==> config.mk <==
export PLATFORM = sky130hd
export DESIGN_NAME = wlb_boost_ctrl
export DESIGN_NICKNAME = d
export VERILOG_FILES = /design/src/rtl/wlb_pkg.sv /design/src/rtl/wlb_sync.sv /design/src/rtl/wlb_boost_ctrl.sv
export SDC_FILE = /design/constraint.sdc
export NUM_CORES = 1
export LEC_CHECK = 0
export BUFFER_PORTS_ARGS = -buffer_cell sky130_fd_sc_hd__buf_2
export CAP_MARGIN = 30
export CORE_ASPECT_RATIO = 1.5
export CORE_MARGIN = 1.5
export CORE_UTILIZATION = 55
export CTS_CLUSTER_DIAMETER = 60
export CTS_CLUSTER_SIZE = 8
export DETAILED_ROUTE_END_ITERATION = 8
export GPL_ROUTABILITY_DRIVEN = 0
export GPL_TIMING_DRIVEN = 0
export HOLD_SLACK_MARGIN = 0.08
export MAX_ROUTING_LAYER = met4
export PLACE_DENSITY_LB_ADDON = 0.2
export SETUP_SLACK_MARGIN = 0.05
export SLEW_MARGIN = 20
export SYNTH_ARGS = -nofsm -noshare
export SYNTH_HDL_FRONTEND = slang
export SYNTH_HIERARCHICAL = 1
export SYNTH_SLANG_ARGS = --single-unit
==> constraint.sdc <==
create_clock -name REF_CLK -period 3.9 [get_ports REF_CLK]
set_input_delay 0.975 -clock REF_CLK [delete_from_list [all_inputs] [get_ports REF_CLK]]
set_output_delay 0.975 -clock REF_CLK [all_outputs]
set_load 0.1 [all_outputs]
==> src/rtl/wlb_pkg.sv <==
package wlb_pkg;

  // Clock and timing
  localparam int CLK_HZ = 20_000_000;
  localparam int CLK_PERIOD_NS = 50;
  localparam int REP_HZ_HI = 183;
  localparam int REP_HZ_LO = 122;
  localparam int SLOTS = 256;
  localparam int MAX_ON_NS = 6000;

  // Slot length rounds down, so the rate lands slightly above nominal
  localparam int SLOT_CYC_HI = CLK_HZ / (REP_HZ_HI * SLOTS);
  localparam int SLOT_CYC_LO = CLK_HZ / (REP_HZ_LO * SLOTS);
  localparam int MAX_ON_CYC = MAX_ON_NS / CLK_PERIOD_NS;

  localparam int SLOT_W = 10;
  localparam int ON_W = 8;
  localparam int DUTY_W = 8;

  localparam logic [SLOT_W-1:0] SLOT_LEN_HI = SLOT_W'(SLOT_CYC_HI);
  localparam logic [SLOT_W-1:0] SLOT_LEN_LO = SLOT_W'(SLOT_CYC_LO);
  localparam logic [SLOT_W-1:0] SLOT_ZERO = 10'h000;
  localparam logic [SLOT_W-1:0] SLOT_ONE = 10'h001;
  localparam logic [ON_W-1:0] MAX_ON_LAST = ON_W'(MAX_ON_CYC - 1);
  localparam logic [ON_W-1:0] ON_ZERO = 8'h00;
  localparam logic [ON_W-1:0] ON_ONE = 8'h01;

  localparam logic [DUTY_W-1:0] DUTY_OFF = 8'h00;
  localparam logic [DUTY_W-1:0] DUTY_HALF = 8'h80;
  localparam logic [7:0] SLOT_IDX_ZERO = 8'h00;
  localparam logic [7:0] SLOT_IDX_ONE = 8'h01;

  // Soft-start step lasts 256 switching cycles
  localparam logic [7:0] SOFT_LAST = 8'hFF;
  localparam logic [7:0] SOFT_ZERO = 8'h00;
  localparam logic [7:0] SOFT_ONE = 8'h01;

  // Peak current limit select codes to the power stage
  localparam logic [1:0] LIM_125MA = 2'h0;
  localparam logic [1:0] LIM_250MA = 2'h1;
  localparam logic [1:0] LIM_500MA = 2'h2;

  typedef enum {
    WLB_OFF,
    WLB_SOFT_125,
    WLB_SOFT_250,
    WLB_RUN
  } wlb_stage_t;

  typedef struct packed {
    logic fb_below;
    logic peak_hit;
    logic fault;
  } wlb_sense_t;

  localparam int SENSE_W = $bits(wlb_sense_t);

endpackage

==> src/rtl/wlb_sync.sv <==
`timescale 1ns/1ps
module wlb_sync #(
  parameter int W = 1
) (
  input wire logic clk,
  input wire logic rst_n,
  input wire logic [W-1:0] d,
  output logic [W-1:0] q
);
  logic [W-1:0] s1;
  logic [W-1:0] s2;
  logic [W-1:0] s3;
  wire [W-1:0] agree_mask = ~(s2 ^ s3);
  wire [W-1:0] next_q = (s2 & agree_mask) | (q & ~agree_mask);

  // Stage two and three must agree, so a single-cycle glitch is dropped
  always_ff @(posedge clk or negedge rst_n) begin
    if (!rst_n) begin
      s1 <= '0;
      s2 <= '0;
      s3 <= '0;
      q <= '0;
    end else begin
      s1 <= d;
      s2 <= s1;
      s3 <= s2;
      q <= next_q;
    end
  end
endmodule

==> src/rtl/wlb_boost_ctrl.sv <==
// How it works
// - Each repetition period holds 256 pulse slots, one duty step each.
// - At half-scale duty every slot is high for half its width.
// - Above half scale some slots are forced fully on, below it fully off.
// - On-time summed over one period equals the programmed duty fraction.
// - The rate select gives a 183 Hz period when high and 122 Hz when low.
// - The LED switch is held open during shutdown.
// - The duty register value alone sets LED switch duty, off from reset.
// - The power switch turns on only when feedback is low and LED is on.
// - The power switch turns off at the peak limit or after 6 us on-time.
// - The power switch turns off at once when the LED switch turns off.
// - Soft start steps the limit 125, 250, 500 mA, 256 cycles at 125 and at 250, then holds 500.
// - Duty zero means off mode; a nonzero duty starts via soft start.
// - Undervoltage or thermal fault forces off mode, both switches open.
`timescale 1ns/1ps
module wlb_boost_ctrl
  import wlb_pkg::*;
(
  input wire logic REF_CLK,
  input wire logic RST_N,
  input wire logic [DUTY_W-1:0] LED_BOOST_DUTY_REG,
  input wire logic LED_REPETITION_RATE_SEL,
  input wire logic LED_CURRENT_SENSE_BELOW,
  input wire logic PEAK_CURRENT_REACHED,
  input wire logic SHUTDOWN_FAULT,
  output logic BACKLIGHT_PULSE_OUT,
  output logic POWER_SWITCH_ON,
  output logic [1:0] BOOST_PEAK_CURRENT_LIMIT
);

  function automatic logic [7:0] bit_reverse(input logic [7:0] v);
    logic [7:0] r;
    r = '0;
    for (int i = 0; i < 8; i++) begin
      r[i] = v[7-i];
    end
    return r;
  endfunction

  wlb_sense_t sense_raw;
  wlb_sense_t sense;
  wlb_stage_t stage;
  wlb_stage_t next_stage;
  logic [SLOT_W-1:0] slot_cyc;
  logic [7:0] slot_idx;
  logic [ON_W-1:0] on_cnt;
  logic [7:0] soft_cnt;

  assign sense_raw = '{fb_below: LED_CURRENT_SENSE_BELOW,
                       peak_hit: PEAK_CURRENT_REACHED,
                       fault: SHUTDOWN_FAULT};

  wlb_sync #(.W(SENSE_W)) u_sync (
    .clk(REF_CLK),
    .rst_n(RST_N),
    .d(sense_raw),
    .q(sense)
  );

  // Slot timing
  wire [SLOT_W-1:0] slot_len = LED_REPETITION_RATE_SEL ?
                               SLOT_LEN_HI : SLOT_LEN_LO;
  wire [SLOT_W-1:0] half_len = slot_len >> 1;
  // Rate change mid-slot: >= lets a longer count end cleanly
  wire slot_end = slot_cyc >= (slot_len - SLOT_ONE);
  wire enabled = (stage != WLB_OFF);
  wire duty_zero = (LED_BOOST_DUTY_REG == DUTY_OFF);

  // Forced slots: k = 2*|N-128|, spread by bit reversal of slot index
  wire above_half = LED_BOOST_DUTY_REG > DUTY_HALF;
  wire [DUTY_W-1:0] duty_dist = above_half ?
                                (LED_BOOST_DUTY_REG - DUTY_HALF) :
                                (DUTY_HALF - LED_BOOST_DUTY_REG);
  wire [8:0] force_cnt = {duty_dist, 1'b0};
  wire slot_forced = {1'b0, bit_reverse(slot_idx)} < force_cnt;
  wire half_level = slot_cyc < half_len;
  wire slot_level = slot_forced ? above_half : half_level;
  wire next_led = enabled && !duty_zero && !sense.fault
                  && slot_level;

  // Power switch
  wire on_timeout = on_cnt >= MAX_ON_LAST;
  wire sw_turn_on = !POWER_SWITCH_ON && enabled && !sense.fault
                    && sense.fb_below && BACKLIGHT_PULSE_OUT
                    && next_led;
  wire sw_turn_off = POWER_SWITCH_ON && (sense.peak_hit || on_timeout
                     || !next_led);
  wire next_pwr = sw_turn_on || (POWER_SWITCH_ON && !sw_turn_off
                  && enabled);
  wire soft_step = sw_turn_off && (soft_cnt == SOFT_LAST);

  always_comb begin
    next_stage = stage;
    if (sense.fault || duty_zero) begin
      next_stage = WLB_OFF;
    end else begin
      case (stage)
        WLB_OFF: next_stage = WLB_SOFT_125;
        WLB_SOFT_125: begin
          if (soft_step) begin
            next_stage = WLB_SOFT_250;
          end
        end
        WLB_SOFT_250: begin
          if (soft_step) begin
            next_stage = WLB_RUN;
          end
        end
        WLB_RUN: next_stage = WLB_RUN;
        default: next_stage = WLB_OFF;
      endcase
    end
  end

  // Off mode parks at the lowest limit so a restart begins soft
  wire [1:0] next_limit = (next_stage == WLB_OFF) ? LIM_125MA :
                          (next_stage == WLB_SOFT_125) ? LIM_125MA :
                          (next_stage == WLB_SOFT_250) ? LIM_250MA :
                          LIM_500MA;
  wire [7:0] next_soft = (next_stage != stage) ? SOFT_ZERO :
                         (sw_turn_off ? soft_cnt + SOFT_ONE : soft_cnt);
  wire [SLOT_W-1:0] next_slot_cyc = (!enabled || slot_end) ?
                                    SLOT_ZERO : slot_cyc + SLOT_ONE;
  wire [7:0] next_slot_idx = !enabled ? SLOT_IDX_ZERO :
                             (slot_end ? slot_idx + SLOT_IDX_ONE : slot_idx);
  wire [ON_W-1:0] next_on = next_pwr ?
                            (POWER_SWITCH_ON ? on_cnt + ON_ONE : ON_ZERO) :
                            ON_ZERO;

  always_ff @(posedge REF_CLK or negedge RST_N) begin
    if (!RST_N) begin
      stage <= WLB_OFF;
      soft_cnt <= SOFT_ZERO;
      BOOST_PEAK_CURRENT_LIMIT <= LIM_125MA;
    end else begin
      stage <= next_stage;
      soft_cnt <= next_soft;
      BOOST_PEAK_CURRENT_LIMIT <= next_limit;
    end
  end

  always_ff @(posedge REF_CLK or negedge RST_N) begin
    if (!RST_N) begin
      slot_cyc <= SLOT_ZERO;
      slot_idx <= SLOT_IDX_ZERO;
      BACKLIGHT_PULSE_OUT <= 1'b0;
    end else begin
      slot_cyc <= next_slot_cyc;
      slot_idx <= next_slot_idx;
      BACKLIGHT_PULSE_OUT <= next_led;
    end
  end

  always_ff @(posedge REF_CLK or negedge RST_N) begin
    if (!RST_N) begin
      on_cnt <= ON_ZERO;
      POWER_SWITCH_ON <= 1'b0;
    end else begin
      on_cnt <= next_on;
      POWER_SWITCH_ON <= next_pwr;
    end
  end

endmodule

# == Word level (Yosys, flattened, before mapping) ==
# Index checks and enable logic that the tools add are counted.
# word_totals
regBits,82
latch_bits,0
ramBits,0
romBits,0
inputBits,14
wordCells,83
memories,0
# op_classes
n_addsub,7
multipliers,0
div_mod_pow,0
n_lt_le_gt_ge,5
n_eq_ne,8
shift,0
n_mux,17
n_bitwise,6
reduce_logical,28
# ops
cell,n
$pmux W32 S4,1
$eq A32 B2 Y1 const B,3
$mux W32,3
$logic_not A32 Y1,2
$mux W8,7
$eq A32 B1 Y1 const B,1
$eq A32 B3 Y1 const B,1
$ne A32 B32 Y1,1
$reduce_bool A32 Y1,1
$add A8 B1 Y8 const B,3
$mux W10,2
$logic_and A1 B1 Y1,12
$add A10 B1 Y10 const B,1
$ge A10 B10 Y1,1
$lt A10 B9 Y1,1
$sub A10 B1 Y10 const B,1
$lt A8 B9 Y1,1
$eq A8 B8 Y1 const B,1
$ge A8 B7 Y1 const B,1
$gt A8 B8 Y1 const B,1
$logic_not A8 Y1,1
$sub A8 B8 Y8 const A,1
$sub A8 B8 Y8 const B,1
$and A3 B3 Y3,2
9 further kinds,21

# == Logic depth before layout (Yosys ltp) ==
# depth
depth_word,16
depth_mapped,15
ltp_nobuf,14

# == Modules after synthesis ==
# The synthesis kept the hierarchy.
# modules_own_cells
module,instances,cells_each,area_each_um2
wlb_boost_ctrl,1,305,3333.2
wlb_sync,1,15,334.1

# == Worst setup path before layout ==
# No wires, ideal clock.
# synth_path
path_type,input -> register
from,input LED_BOOST_DUTY_REG[0]
to,register soft_cnt[5]
setup_time_ns,0.104
arrival_time_ns,4.203
required_time_ns,3.796
setup_slack_ns,-0.407
cell_stages,15
path_buffers,1
path_cell_list,inv_1 ha_1 nor4b_2 nand2_1 a21oi_1 xnor2_1 ha_1 a21o_1 a221o_1 a31o_2 and2_0 clkbuf_1 a211o_1 or4_1 a221oi_1
# synth_between
elab_chain_cells,14
elab_cells_between_ends,23
# synth_lines
item,line_no,rtl
from (decl),wlb_boost_ctrl.sv:21,"input wire logic [DUTY_W-1:0] LED_BOOST_DUTY_REG,"
"$sub A8 B8 Y8, or another cell as far along",wlb_boost_ctrl.sv:73,(DUTY_HALF - LED_BOOST_DUTY_REG);
$mux W8 / $logic_not A1 Y1 (equally long branches),"wlb_boost_ctrl.sv:71, wlb_boost_ctrl.sv:78",
$lt A8 B9 Y1 / $logic_and A1 B1 Y1 (equally long branches),"wlb_boost_ctrl.sv:75, wlb_boost_ctrl.sv:78",
$mux W1 / $logic_and A1 B1 Y1 (equally long branches),"wlb_boost_ctrl.sv:77, wlb_boost_ctrl.sv:78",
$logic_and A1 B1 Y1,wlb_boost_ctrl.sv:79,&& slot_level;
$logic_not A1 Y1,wlb_boost_ctrl.sv:87,|| !next_led);
$logic_or A1 B1 Y1,wlb_boost_ctrl.sv:87,
$logic_and A1 B1 Y1,wlb_boost_ctrl.sv:86,wire sw_turn_off = POWER_SWITCH_ON && (sense.peak_hit || on_timeout
$logic_and A1 B1 Y1,wlb_boost_ctrl.sv:90,wire soft_step = sw_turn_off && (soft_cnt == SOFT_LAST);
"$mux W32, on equally long branches","wlb_boost_ctrl.sv:105, wlb_boost_ctrl.sv:100",
$pmux W32 S4,wlb_boost_ctrl.sv:97,case (stage)
$mux W32,wlb_boost_ctrl.sv:94,if (sense.fault || duty_zero) begin
$ne A32 B32 Y1,wlb_boost_ctrl.sv:120,wire [7:0] next_soft = (next_stage != stage) ? SOFT_ZERO :
$mux W8 / $reduce_bool A2 Y1 (equally long branches),-,
to (signal assigned),wlb_boost_ctrl.sv:137,soft_cnt <= next_soft;
to (decl),wlb_boost_ctrl.sv:47,logic [7:0] soft_cnt;
# Parallel ways exist; a longest one is shown, timed or not.
# A chain may end at the register's enable or synchronous reset.

# == Final worst setup path ==
# Same ends and word-level chain as after synthesis.

==> impl_metrics.yaml <==
synthesis:
  synth_enable_flop_cells: 0
  yosysWarningCount: 6
  synthArstFlopShare: 1.00
  ys.flop_type: "dfrtp_1"
  syn_inst: 320
  yosysUniqueCellTypes: 49
  synth_top_cell_area_share: 0.553
  syn_area_um2: 3670
  ys_seq_area_frac: 0.553
  syn_area_per_cell_um2: 11.5
  synth_top_area_cell: "dfrtp_1"
  synthTopCellsByArea: "dfrtp_1 55%, ha_1 7.2%, xnor2_1 3.1%"
  ys_seq_elements: 81
clocking:
  h-tree-depth: 3
  clock_sinks: 81
  root_buffer: "clkbuf_8"
  cts_tree: "yes"
  clock_latency_ps: 350
  cts_max_path_buffers: 2
  postCtsHoldBufs: 0
  clk_pin_slew_ps: 80
  cts-buffers-inserted: 9
floorplanning:
  dieArea_um2: 7180
  num_rows: 36
  die_h_um: 103
  io_pins: 18
  start_util: 0.565
  core-area_um2: 6490
  die_w_um: 69.7
power:
  p_sw_frac: 0.245
  leakage_nw: 1.98
  power.internal_mw: 1.26
  power.share.clock: 0.355
  power_frac_seq: 0.544
  ir_drop_mv: 0.286
  power_density_nw_per_um2: 378
  power.switching_mw: 0.409
  combPwrFrac: 0.101
sta:
  finalSetupViolations: 0
  slew_headroom: 0.621
  rsz0062_at_grt: "yes"
  holdWs_ps: 353
  drv_slew: 0
  min_period_ps: 3900
  fin_crit_sh: 1.00
  worst_pin_slew_ps: 568
  finalHoldViolations: 0
  max_freq_mhz: 256
  skew_ps: 16.8
critical_path:
  cp_slowest_stage_delay_ps: 520
  cp_cell_sequence: "buf_8, inv_6, ha_4, nor4b_4, buf_4, a21oi_1, xnor2_1, ha_1, and3_1, a221o_1, a31o_2, and2_4, a211o_4, or4_4, a221oi_2"
  critical_path_class: "input pin to flip-flop"
  worstPathRequired_ps: 4160
  critPathTopFamily: "compound AO/OA/AOI/OAI gates"
  worst-path-buf-inv: 3
  worstPathArrival_ps: 4160
  endpoint_kind: "flip-flop"
  crit_fanout: 6
  cp-start-kind: "input pin"
  slowest_stage: "or4_4"
placement:
  dpl-instance-area_um2: 4050
  dp_hpwl_um: 4520
  portBuffers: 17
hold_path:
  hp-class: "flip-flop to flip-flop"
detailed_routing:
  num_vias: 2571
  drt_wl_total_um: 6620
  vias_per_cell: 5.47
  wl_per_cell_um: 14.1
  ant_nets: 0
  drc: 0
  drtIter0Drc: 83
  drtPass1Iterations: 4
global_route:
  track_usage: 0.207
  antenna_found_initial: 0
  grt_pass1_vias: 2580
  grt_max_degree: 45
  grt-ovfl-total: 0
  grt_pass1_wl_um: 11200
cells_and_area:
  layout_common_cells: "81 x dfrtp_1, 31 x conb_1, 30 x nor2_1"
  fin_util: 0.680
  drive_above_1_share: 0.183
  area_growth_pct: 20.3
  nets: 425
  num_antenna_cells: 0
  design_area_um2: 4410
  mostFrequentLayoutCell: "dfrtp_1"
status:
  outcome: "completed"
job:
  drv_cap: 0
kinds of logic after synthesis:
kind of cell               Yosys count  share of synthesized area
AOI/OAI and AO/OA                   56                      0.104
and+or+nand+nor                    114                      0.171
buffers and inverters               14                     0.0164
adders and majority gates           24                     0.0809
muxes                                6                     0.0164
DFF                                 81                      0.553
xor gates and xnor gates            24                     0.0573
other                                1                    0.00102
cells in the mapped netlist (2+ instances only):
| master | instances |
|---|---|
| a21oi_1 | 16 |
| a2111oi_0 | 6 |
| dfrtp_1 | 81 |
| or4_4 | 3 |
| and3_1 | 7 |
| a211o_1 | 2 |
| or3_1 | 7 |
| clkbuf_1 | 2 |
| xor2_1 | 11 |
| or4_1 | 3 |
| o21bai_1 | 2 |
| maj3_2 | 3 |
| and2_1 | 2 |
| nor2b_1 | 5 |
| and4_1 | 2 |
| nor4_1 | 4 |
| a221oi_1 | 2 |
| a211oi_1 | 10 |
| inv_1 | 10 |
| nand3_1 | 14 |
| o21ai_0 | 8 |
| o31ai_1 | 3 |
| ha_1 | 21 |
| xnor2_1 | 13 |
| nor4b_2 | 2 |
| nand4_1 | 6 |
| mux2i_1 | 6 |
| nand2_1 | 19 |
| nor2_1 | 30 |
cell type report:
cell class / count / area [µm²]
timing repair buffer: 30 / 226
inverter: 10 / 55.1
clock inverter: 4 / 51.3
sequential: 81 / 2030
tap: 76 / 95.1
buffer: 3 / 18.8
clock buffer: 11 / 141
fill: 505 / 2070
multi-input combinational: 255 / 1800
power groups by stage:
| stage | clock network (mW) | registers (mW) | logic (mW) |
|---|---|---|---|
| floorplan | 0 | 0.924 | 0.0901 |
| global placement | 0 | 0.921 | 0.145 |
| detailed placement | 0 | 0.924 | 0.152 |
| CTS | 0.613 | 0.907 | 0.167 |
| global route | 0.645 | 0.913 | 0.191 |
| finish | 0.592 | 0.906 | 0.169 |
through the flow:
stage               worst slack (ps)  TNS (ps)  instances  total power [mW]
floorplan                       -216      -727        350              1.01
global placement                -631     -7790        443              1.07
detailed placement              -682     -8760        444              1.08
CTS                            -74.8      -134        471              1.69
global route                    -104      -517        470              1.75
finish                          1.01         0        470              1.67
layer usage:
layer  GRT usage  routed length, µm  up-vias
met2       0.363               3590       49
met5           -                  0        -
met3      0.0420                204       16
met1       0.224               2660     1241
li1            -                  -     1265
met4       0.105                169        0
worst paths after layout:
kind                            slack, ps  cells past startpoint             startpoint      endpoint
worst min-delay path                  350                      0           u_sync/s1[1]  u_sync/s2[1]
worst min register to register        350                      0           u_sync/s1[1]  u_sync/s2[1]
min in group asynchronous             610                      1                  RST_N   slot_idx[4]
max in group asynchronous            2690                      2                  RST_N     on_cnt[5]
worst max-delay path                    1                     15  LED_BOOST_DUTY_REG[0]   soft_cnt[5]
worst max register to register        870                      9            slot_cyc[8]   soft_cnt[7]
timing repair:
action,CTS,global route
pin swaps,13,13
setup endpoints to repair,11,18
buffers inserted,12,0
resized for setup,17,7
state kept, by name, summed over array words and instances (netlist names), named ones only:
register,cells
u_sync/s3,3
slot_cyc,10
soft_cnt,8
on_cnt,8
BACKLIGHT_PULSE_OUT,1
stage,32
slot_idx,7
u_sync/s1,3
u_sync/s2,3
POWER_SWITCH_ON,1
BOOST_PEAK_CURRENT_LIMIT,2
Note: power is estimated with default switching activity, not from simulation.
